`config.mk`:
```
export PLATFORM = sky130hd
export DESIGN_NAME = output_select
export DESIGN_NICKNAME = d
export VERILOG_FILES = /design/src/output_select.v
export VERILOG_INCLUDE_DIRS = /design/src
export SDC_FILE = /design/constraint.sdc
export NUM_CORES = 1
export LEC_CHECK = 0
export BUFFER_PORTS_ARGS = -buffer_cell sky130_fd_sc_hd__buf_2
export CAP_MARGIN = 15
export CORE_MARGIN = 3
export CORE_UTILIZATION = 50
export CTS_CLUSTER_SIZE = 14
export DETAILED_ROUTE_END_ITERATION = 8
export PLACE_DENSITY = 0.79
export SETUP_SLACK_MARGIN = 0.2
export SKIP_LAST_GASP = 1
export SYNTH_ARGS = -nofsm -noshare
export SYNTH_HDL_FRONTEND = slang
export SYNTH_SLANG_ARGS = --single-unit
```
`constraint.sdc`:
```
create_clock -name clk -period 4.6 [get_ports clk]
set_input_delay 0.46 -clock clk [delete_from_list [all_inputs] [get_ports clk]]
set_output_delay 0.46 -clock clk [all_outputs]
set_load 0.01 [all_outputs]
```
`src/output_select_map.vh`:
```
// Function codes, field positions, reset values and timing counts for the output selector.
`ifndef OUTPUT_SELECT_MAP_VH
`define OUTPUT_SELECT_MAP_VH

`define FN_UNUSED 6'h00
`define FN_REF_ABOVE 6'h01
`define FN_SPEED_ABOVE 6'h02
`define FN_SPEED_BELOW 6'h03
`define FN_AT_REF 6'h04
`define FN_ZERO_SPEED 6'h05
`define FN_CUR_ABOVE 6'h06
`define FN_CUR_BELOW 6'h07
`define FN_TORQ_ABOVE 6'h08
`define FN_TORQ_BELOW 6'h09
`define FN_REMOTE 6'h0A
`define FN_RUN 6'h0B
`define FN_READY 6'h0C
`define FN_NO_FAULT 6'h0D
`define FN_NO_GRP0 6'h0E
`define FN_NO_GRP1 6'h0F
`define FN_NO_GRP2 6'h10
`define FN_NO_GRP3 6'h11
`define FN_NO_GRP4 6'h12
`define FN_LOOP_OK 6'h13
`define FN_NETWORK 6'h14
`define FN_FORWARD 6'h15
`define FN_RIDE_THRU 6'h18
`define FN_PRECHARGE 6'h19
`define FN_FAULT 6'h1A
`define FN_TIMER 6'h1D
`define FN_SPEED_AND_REF 6'h1E
`define FN_FREQ_ABOVE1 6'h1F
`define FN_FREQ_ABOVE2 6'h20
`define FN_STO 6'h21
`define FN_NO_GRP5 6'h22
`define FN_NO_ALARM 6'h23
`define FN_NO_FAULT_ALARM 6'h24

// Fault group bit positions in the fault vector.
`define GRP_OVERCURRENT 0
`define GRP_OUT_OVERCURRENT 1
`define GRP_SUPPLY 2
`define GRP_PHASE_TEMP 3
`define GRP_MOTOR_OVERLOAD 4
`define GRP_SAFETY_RELAY 5

`define CTRL_TYPE_VEC_A 3'h3
`define CTRL_TYPE_VEC_B 3'h4
`define CTRL_MODE_ENCODER 3'h4

// Reset selections for outputs 1 to 5.
`define RST_SEL_OUT1 6'h0D
`define RST_SEL_OUT2 6'h02
`define RST_SEL_OUT3 6'h01
`define RST_SEL_OUT4 6'h00
`define RST_SEL_OUT5 6'h00

// Delays are in tenths of a second; DELAY_MAX (300.0 s) is not applied to the relay delays.
`define DELAY_UNIT_NS 100000000
`define CLK_PERIOD_NS 10
`define DELAY_TICK_CYCLES (`DELAY_UNIT_NS / `CLK_PERIOD_NS)
`define DELAY_MAX 16'h0BB8
`define SPEED_HYST_MAX 16'h0384
`define ZERO_ZONE_MAX 16'h4650

`endif

```
`src/output_select.v`:
```
// Output condition selector with hysteresis comparators and relay timers.
`timescale 1ns/1ps
`default_nettype none
`include "output_select_map.vh"

module output_select #(
	parameter W = 16,
	parameter TICK_CYCLES = `DELAY_TICK_CYCLES
) (
	input wire clk,
	input wire rstn,
	input wire [29:0] func_sel,
	input wire [2:0] control_type_select,
	input wire [2:0] control_mode_select,
	input wire [W-1:0] speed_upper_threshold,
	input wire [W-1:0] speed_lower_threshold,
	input wire [W-1:0] speed_hysteresis,
	input wire [W-1:0] zero_speed_zone,
	input wire [W-1:0] current_threshold,
	input wire [W-1:0] torque_threshold,
	input wire [W-1:0] at_ref_band,
	input wire [W-1:0] freq_threshold,
	input wire [W-1:0] freq_hysteresis,
	input wire [W-1:0] relay2_on_delay,
	input wire [W-1:0] relay2_off_delay,
	input wire [W-1:0] relay3_on_delay,
	input wire [W-1:0] relay3_off_delay,
	input wire [W-1:0] motor_speed,
	input wire [W-1:0] speed_reference,
	input wire [W-1:0] total_reference,
	input wire [W-1:0] motor_current,
	input wire [W-1:0] motor_torque_reading,
	input wire [W-1:0] motor_freq,
	input wire motor_reverse,
	input wire remote_mode,
	input wire drive_enabled,
	input wire undervoltage,
	input wire any_fault,
	input wire [5:0] fault_groups,
	input wire alarm_present,
	input wire loop_current_ok,
	input wire [4:0] network_output_word,
	input wire ride_through,
	input wire precharge_ok,
	input wire safe_torque_off_state,
	input wire relay2_timer_input,
	input wire relay3_timer_input,
	output wire [4:0] output_n
);

////////////////////////////////////////////////////////////////////////////////
// Pin synchroniser for the timer inputs: three stages, change counts once the
// second and third stages agree.

reg [2:0] t2_sync_q;
reg [2:0] t3_sync_q;
reg t2_level_q;
reg t3_level_q;

always @(posedge clk or negedge rstn) begin
	if (!rstn) begin
		t2_sync_q <= 3'b000;
		t3_sync_q <= 3'b000;
		t2_level_q <= 1'b0;
		t3_level_q <= 1'b0;
	end else begin
		t2_sync_q <= {t2_sync_q[1:0], relay2_timer_input};
		t3_sync_q <= {t3_sync_q[1:0], relay3_timer_input};
		if (t2_sync_q[1] == t2_sync_q[2])
			t2_level_q <= t2_sync_q[2];
		if (t3_sync_q[1] == t3_sync_q[2])
			t3_level_q <= t3_sync_q[2];
	end
end

////////////////////////////////////////////////////////////////////////////////
// Tenth-of-a-second tick shared by both relay timers.

reg [31:0] tick_cnt_q;
reg tick_q;

always @(posedge clk or negedge rstn) begin
	if (!rstn) begin
		tick_cnt_q <= 32'h0000_0000;
		tick_q <= 1'b0;
	end else if (tick_cnt_q >= TICK_CYCLES - 1) begin
		tick_cnt_q <= 32'h0000_0000;
		tick_q <= 1'b1;
	end else begin
		tick_cnt_q <= tick_cnt_q + 32'h0000_0001;
		tick_q <= 1'b0;
	end
end

////////////////////////////////////////////////////////////////////////////////
// Relay timers. The relay follows the input only after the input has held
// its new level for the whole delay; an early reversal restarts the count.

reg r2_q;
reg r3_q;
reg [W-1:0] r2_cnt_q;
reg [W-1:0] r3_cnt_q;
wire [W-1:0] r2_delay = t2_level_q ? relay2_on_delay : relay2_off_delay;
wire [W-1:0] r3_delay = t3_level_q ? relay3_on_delay : relay3_off_delay;

always @(posedge clk or negedge rstn) begin
	if (!rstn) begin
		r2_q <= 1'b0;
		r2_cnt_q <= {W{1'b0}};
	end else if (t2_level_q == r2_q) begin
		r2_cnt_q <= {W{1'b0}};
	end else if (r2_cnt_q >= r2_delay) begin
		r2_q <= t2_level_q;
		r2_cnt_q <= {W{1'b0}};
	end else if (tick_q) begin
		r2_cnt_q <= r2_cnt_q + 1'b1;
	end
end

always @(posedge clk or negedge rstn) begin
	if (!rstn) begin
		r3_q <= 1'b0;
		r3_cnt_q <= {W{1'b0}};
	end else if (t3_level_q == r3_q) begin
		r3_cnt_q <= {W{1'b0}};
	end else if (r3_cnt_q >= r3_delay) begin
		r3_q <= t3_level_q;
		r3_cnt_q <= {W{1'b0}};
	end else if (tick_q) begin
		r3_cnt_q <= r3_cnt_q + 1'b1;
	end
end

////////////////////////////////////////////////////////////////////////////////
// Hysteresis comparators. The lower edge saturates at zero so that a band
// wider than the threshold never wraps round.

reg spd_above_q;
reg spd_below_q;
reg freq_above_q;
wire [W-1:0] hyst_sp = (speed_hysteresis > `SPEED_HYST_MAX) ?
	`SPEED_HYST_MAX : speed_hysteresis;
wire [W-1:0] up_low = (speed_upper_threshold > hyst_sp) ?
	speed_upper_threshold - hyst_sp : {W{1'b0}};
wire [W:0] lo_high = {1'b0, speed_lower_threshold} + {1'b0, hyst_sp};
wire [W-1:0] fx_low = (freq_threshold > freq_hysteresis) ?
	freq_threshold - freq_hysteresis : {W{1'b0}};

always @(posedge clk or negedge rstn) begin
	if (!rstn) begin
		spd_above_q <= 1'b0;
		spd_below_q <= 1'b0;
		freq_above_q <= 1'b0;
	end else begin
		if (motor_speed > speed_upper_threshold)
			spd_above_q <= 1'b1;
		else if (motor_speed < up_low)
			spd_above_q <= 1'b0;
		// Speed-below mirrors the band above the lower threshold.
		if (motor_speed < speed_lower_threshold)
			spd_below_q <= 1'b1;
		else if ({1'b0, motor_speed} > lo_high)
			spd_below_q <= 1'b0;
		if (motor_freq > freq_threshold)
			freq_above_q <= 1'b1;
		else if (motor_freq < fx_low)
			freq_above_q <= 1'b0;
	end
end

////////////////////////////////////////////////////////////////////////////////
// Condition evaluation.

wire torque_ok = (control_type_select == `CTRL_TYPE_VEC_A) ||
	(control_type_select == `CTRL_TYPE_VEC_B);
wire [W-1:0] zone = (zero_speed_zone > `ZERO_ZONE_MAX) ?
	`ZERO_ZONE_MAX : zero_speed_zone;
wire [W:0] ref_hi = {1'b0, speed_reference} + {1'b0, at_ref_band};
wire [W-1:0] ref_lo = (speed_reference > at_ref_band) ?
	speed_reference - at_ref_band : {W{1'b0}};
wire at_ref = (motor_speed >= ref_lo) && ({1'b0, motor_speed} <= ref_hi);

function cond;
	input [5:0] sel;
	input timer_q;
	input timer_ok;
	input net_bit;
	begin
		case (sel)
		`FN_REF_ABOVE: cond = speed_reference > speed_upper_threshold;
		`FN_SPEED_ABOVE: cond = spd_above_q;
		`FN_SPEED_BELOW: cond = spd_below_q;
		`FN_AT_REF: cond = at_ref;
		`FN_ZERO_SPEED: cond = motor_speed < zone;
		`FN_CUR_ABOVE: cond = motor_current > current_threshold;
		`FN_CUR_BELOW: cond = motor_current < current_threshold;
		`FN_TORQ_ABOVE: cond = torque_ok &&
			(motor_torque_reading > torque_threshold);
		`FN_TORQ_BELOW: cond = torque_ok &&
			(motor_torque_reading < torque_threshold);
		`FN_REMOTE: cond = remote_mode;
		`FN_RUN: cond = drive_enabled;
		`FN_READY: cond = !drive_enabled && !any_fault &&
			!undervoltage;
		`FN_NO_FAULT: cond = !any_fault;
		`FN_NO_GRP0: cond = !fault_groups[`GRP_OVERCURRENT];
		`FN_NO_GRP1: cond = !fault_groups[`GRP_OUT_OVERCURRENT];
		`FN_NO_GRP2: cond = !fault_groups[`GRP_SUPPLY];
		`FN_NO_GRP3: cond = !fault_groups[`GRP_PHASE_TEMP];
		`FN_NO_GRP4: cond = !fault_groups[`GRP_MOTOR_OVERLOAD];
		`FN_NO_GRP5: cond = !fault_groups[`GRP_SAFETY_RELAY];
		`FN_LOOP_OK: cond = loop_current_ok;
		`FN_NETWORK: cond = net_bit;
		`FN_FORWARD: cond = !motor_reverse;
		`FN_RIDE_THRU: cond = ride_through;
		`FN_PRECHARGE: cond = precharge_ok;
		`FN_FAULT: cond = any_fault;
		`FN_TIMER: cond = timer_ok && timer_q;
		`FN_SPEED_AND_REF: cond =
			(control_mode_select == `CTRL_MODE_ENCODER) &&
			(motor_speed > speed_upper_threshold) &&
			(total_reference > speed_upper_threshold);
		`FN_FREQ_ABOVE1: cond = freq_above_q;
		`FN_FREQ_ABOVE2: cond = freq_above_q;
		`FN_STO: cond = safe_torque_off_state;
		`FN_NO_ALARM: cond = !alarm_present;
		`FN_NO_FAULT_ALARM: cond = !any_fault && !alarm_present;
		default: cond = 1'b0;
		endcase
	end
endfunction

////////////////////////////////////////////////////////////////////////////////
// Output registers, re-evaluated every cycle from the live selectors.

reg [4:0] out_q;
reg [4:0] out_d;
integer i;

always @* begin
	out_d = 5'b00000;
	for (i = 0; i < 5; i = i + 1) begin
		out_d[i] = cond(func_sel[i*6 +: 6],
			(i == 1) ? r2_q : r3_q,
			(i == 1) || (i == 2),
			network_output_word[i]);
	end
end

always @(posedge clk or negedge rstn) begin
	if (!rstn)
		out_q <= 5'b00000;
	else
		out_q <= out_d;
end

assign output_n = out_q;

endmodule
`default_nettype wire

```
==> metrics.csv <==
stage;metric;value;unit
worst_setup_path;worst-path fanout max;2;
cells_and_area;Filler Cells Inserted;2682;
sta;final slew viol count;0;
cells_and_area;post-layout instance area;0.0184;mm^2
sta;Slew @ Worst Pin;1.07;ns
pwr;sw frac;0.399;
clock_network;clk_lat worst skew;0.35;ns
place;pre-CTS setup slack;-0.159;ns
place;Placer Congestion;0.951;
die;Initial Util;0.511;
job;total of max-cap violations;0;
yosys;#FFs+latches synth;83;
run_status;status;complete, no violations;
clock_network;CTS sink count;83;
die;row count;63;
yosys;unique cell type count in the Yosys netlist;86;
routing;Vias;16600;
pwr;Max VDD drop;184;uV
worst_hold_path;worst hold path type;in2reg;
yosys;Mapped Cells;1967;
clock_network;CTS H-tree depth;3;
pwr;Pwr Density;178;mW/mm^2
pwr;cell leakage power;9.46;nW
die;Die Span Y;181;um
die;die width;181;um
worst_setup_path;Worst EP arrival;4.52;ns
global_route;antenna violations before repair;6;
cells_and_area;fin cells;2764;
yosys;Adder-Cell Fraction of Synth Area;0.269;
yosys;ys flop type;dfrtp_1;
cells_and_area;Area Overhead vs Synth;20.4;%
pwr;internal power;1.96;mW
routing;vias per cell;6.01;
place;I/O Buffers;369;
pwr;switching pwr;1.30;mW
global_route;largest net degree at the start of global routing;75;
yosys;Synth Area per Inst;7.77;um^2
worst_setup_path;startpoint types;input port;
clock_network;CTS Buf Count;9;
yosys;EDFF count, synth;0;
global_route;gr usage total;0.292;
cells_and_area;commonest non-fill, non-tap cell in the layout;buf_2;
routing;final WL;50.5;mm
place;Detailed Place HPWL;41.5;mm
cells_and_area;final net count;3056;
clock_network;TritonCTS clock tree;built;
sta;f_max;232;MHz
yosys;post-synthesis mux area share;0.0383;
pwr;combinational share of power;0.532;
sta;worst relative slew slack;0.287;
clock_network;Clock Tree Buf Depth;2;
global_route;vias in the first global route;16100;
sta;Final Hold Vio Count;0;
yosys;sequential-to-total area share from yosys stat;0.136;
worst_setup_path;slowest stage delay, CP;0.51;ns
yosys;post-synth top area share;0.261;
routing;1st-pass router iterations;7;
die;Die Footprint;0.0327;mm^2
sta;Final min period;4.30;ns
place;placed cell area;0.0178;mm^2
routing;Avg WL per Cell;18.3;um
die;I/O Pins;370;
pwr;Clk pwr share;0.221;
routing;final antenna-violating net count;0;
clock_network;Clock transition at path regs;0.07;ns
sta;Final Skew;0.00933;ns
place;Cells after DPL;2736;
yosys;synth warn;0;
global_route;gr ovfl total;0;
yosys;area leader, netlist;ha_1;
sta;final hold slack;0.238;ns
sta;setup violators final;0;
sta;Final Cycle Share;0.935;
worst_setup_path;WP data required;4.82;ns
cells_and_area;layout cells sized above 1;0.207;
yosys;largest family of logic cells by synthesized area;adder cells;
sta;setup TNS;0;ns
sta;unrepaired setup endpoints after global routing;true;
routing;DR DRC count;0;
routing;Initial DRC Count;1126;
yosys;Synth Area in Compound Gates;0.209;
yosys;Post-Syn Area;0.0153;mm^2
cells_and_area;commonest cells after routing, fill and taps aside;buf_2 (366), ha_1 (315), inv_1 (170), nor2_1 (163), nand2_1 (142);
worst_setup_path;Setup crit end kind;flop;
pwr;Seq pwr share;0.247;
yosys;synth top area cells;ha_1 (26%), dfrtp_1 (14%), a21oi_1 (4.4%);
sta;final worst setup slack;0.297;ns
yosys;asr flop ratio synth;1.00;
yosys;XOR/XNOR Fraction of Synth Area;0.0642;
worst_setup_path;crit path kind;in2reg;
clock_network;CTS root buf;clkbuf_16;
global_route;first-pass GRT wire length;79.7;mm
die;Core Region;0.0299;mm^2
worst_setup_path;crit path cell chain;buf_8 -> ha_4 -> inv_2 -> fa_2 -> o21ba_4 -> o2111a_2 -> o41ai_4 -> a21oi_1 -> o21bai_1 -> a21oi_1 -> o21bai_1 -> xnor2_1 -> ha_1 -> nand3_2 -> or3_4 -> o22ai_4 -> nor2_4 -> o32ai_4 -> nor3_1 -> or4b_1;
worst_setup_path;Slowest-stage cell, CP;or4b_1;
yosys;simple-gate share of the synthesized area;0.226;
[cell families (layout without fill, tap and decap cells)]
| logic type | count (synthesis) | count (layout) |
|---|---|---|
| AOI/OAI and AO/OA | 477 | 477 |
| muxes | 57 | 57 |
| other | 2 | 24 |
| buffers and inverters | 229 | 614 |
| adders and majority gates | 326 | 326 |
| and+or+nand+nor | 681 | 681 |
| xor gates and xnor gates | 112 | 112 |
| DFF | 83 | 83 |
[metal layers]
metal / global-route usage / routed length (um) / vias to the layer above
li1: - / - / 8007
met1: 0.367 / 20700 / 7748
met2: 0.502 / 24000 / 720
met3: 0.0485 / 3950 / 138
met4: 0.108 / 1840 / 6
met5: 0 / 34 / -
[power by group through the flow]
stage | clock network (mW) | registers (mW) | logic [mW]
6_report | 0.722 | 0.806 | 1.74
3_5_place_dp | 0 | 0.819 | 1.65
3_3_place_gp | 0 | 0.817 | 1.59
2_1_floorplan | 0 | 0.794 | 1.07
5_1_grt | 0.752 | 0.810 | 1.94
4_1_cts | 0.730 | 0.805 | 1.66
[flip-flops by register name, indices dropped and copies added (netlist names)]
name,count
r3_cnt_q,16
freq_above_q,1
tick_cnt_q,32
cond.timer_q,1
tick_q,1
t3_sync_q,3
spd_above_q,1
t3_level_q,1
output_n,5
t2_level_q,1
spd_below_q,1
t2_sync_q,3
r2_q,1
r2_cnt_q,16
[path summary, 6_finish.rpt]
path	from	cells past startpoint	end	slack, ns
max	speed_reference[0]	20	output_n[0]$_DFF_PN0_	0.30
min	relay3_timer_input	1	t3_sync_q[0]$_DFF_PN0_	0.24
max reg2reg	t3_level_q$_DFFE_PN0N_	11	r3_cnt_q[10]$_DFFE_PN0P_	1.36
min reg2reg	t2_sync_q[0]$_DFF_PN0_	0	t2_sync_q[1]$_DFF_PN0_	0.35
max in group asynchronous	rstn	3	output_n[2]$_DFF_PN0_	2.95
min in group asynchronous	rstn	2	output_n[0]$_DFF_PN0_	0.49
[cell type report]
type / instances / area [um^2] / area share
Multi-Input combinational cell: 1674 / 12600 / 0.685
Timing Repair Buffer: 423 / 2270 / 0.124
Sequential cell: 83 / 2080 / 0.113
Inverter: 176 / 661 / 0.0359
Tap cell: 390 / 488 / 0.0265
Clock buffer: 11 / 233 / 0.0127
Clock inverter: 4 / 51.3 / 0.00279
Antenna cell: 3 / 7.51 / 0.000408
[critical path: cells and delay by family]
| family | cells | cell delay (ns) |
|---|---|---|
| buf+inv | 2 | 0.11 |
| fa+ha+maj | 3 | 0.80 |
| compound gates | 9 | 1.93 |
| simple gates | 5 | 1.11 |
| xor+xnor | 1 | 0.10 |
[per-stage QoR]
stage          power (mW)   util
2_1_floorplan        1.87      -
3_3_place_gp         2.41  0.596
3_5_place_dp         2.47  0.596
4_1_cts              3.20  0.606
5_1_grt              3.51  0.616
6_report             3.27  0.616
[Yosys cell counts, types with 6 or more instances]
cell type    n
ha_1       319
inv_1      174
nor2_1     164
nand2_1    142
a21oi_1    133
dfrtp_1     83
a21o_1      67
nand4_1     67
nand3_1     64
xnor2_1     64
nor3_1      52
o21ai_0     52
clkbuf_1    48
xor2_1      48
mux2i_1     45
nor2b_1     38
nand2b_1    35
o21ai_1     26
or3_1       22
a31oi_1     21
and3_1      20
nor4_1      19
o21bai_1    19
o31ai_1     16
o211ai_1    14
o21a_1      14
a211oi_1    13
o2111ai_1    9
o22ai_1      9
or2_2        9
a311oi_1     8
a2111oi_0    7
a221oi_1     7
and4_1       7
mux2_2       7
nor3b_1      6
o32ai_1      6
[timing repair]
item | CTS | global route
endpoints found under the hold margin | 9 | 0
hold buffers | 1 | 0
resized for setup | 1 | 41
setup endpoints to repair | 1 | 6
pin swaps | 0 | 23
setup buffers | 0 | 8
No activity file was read; power rests on OpenSTA's default activity.
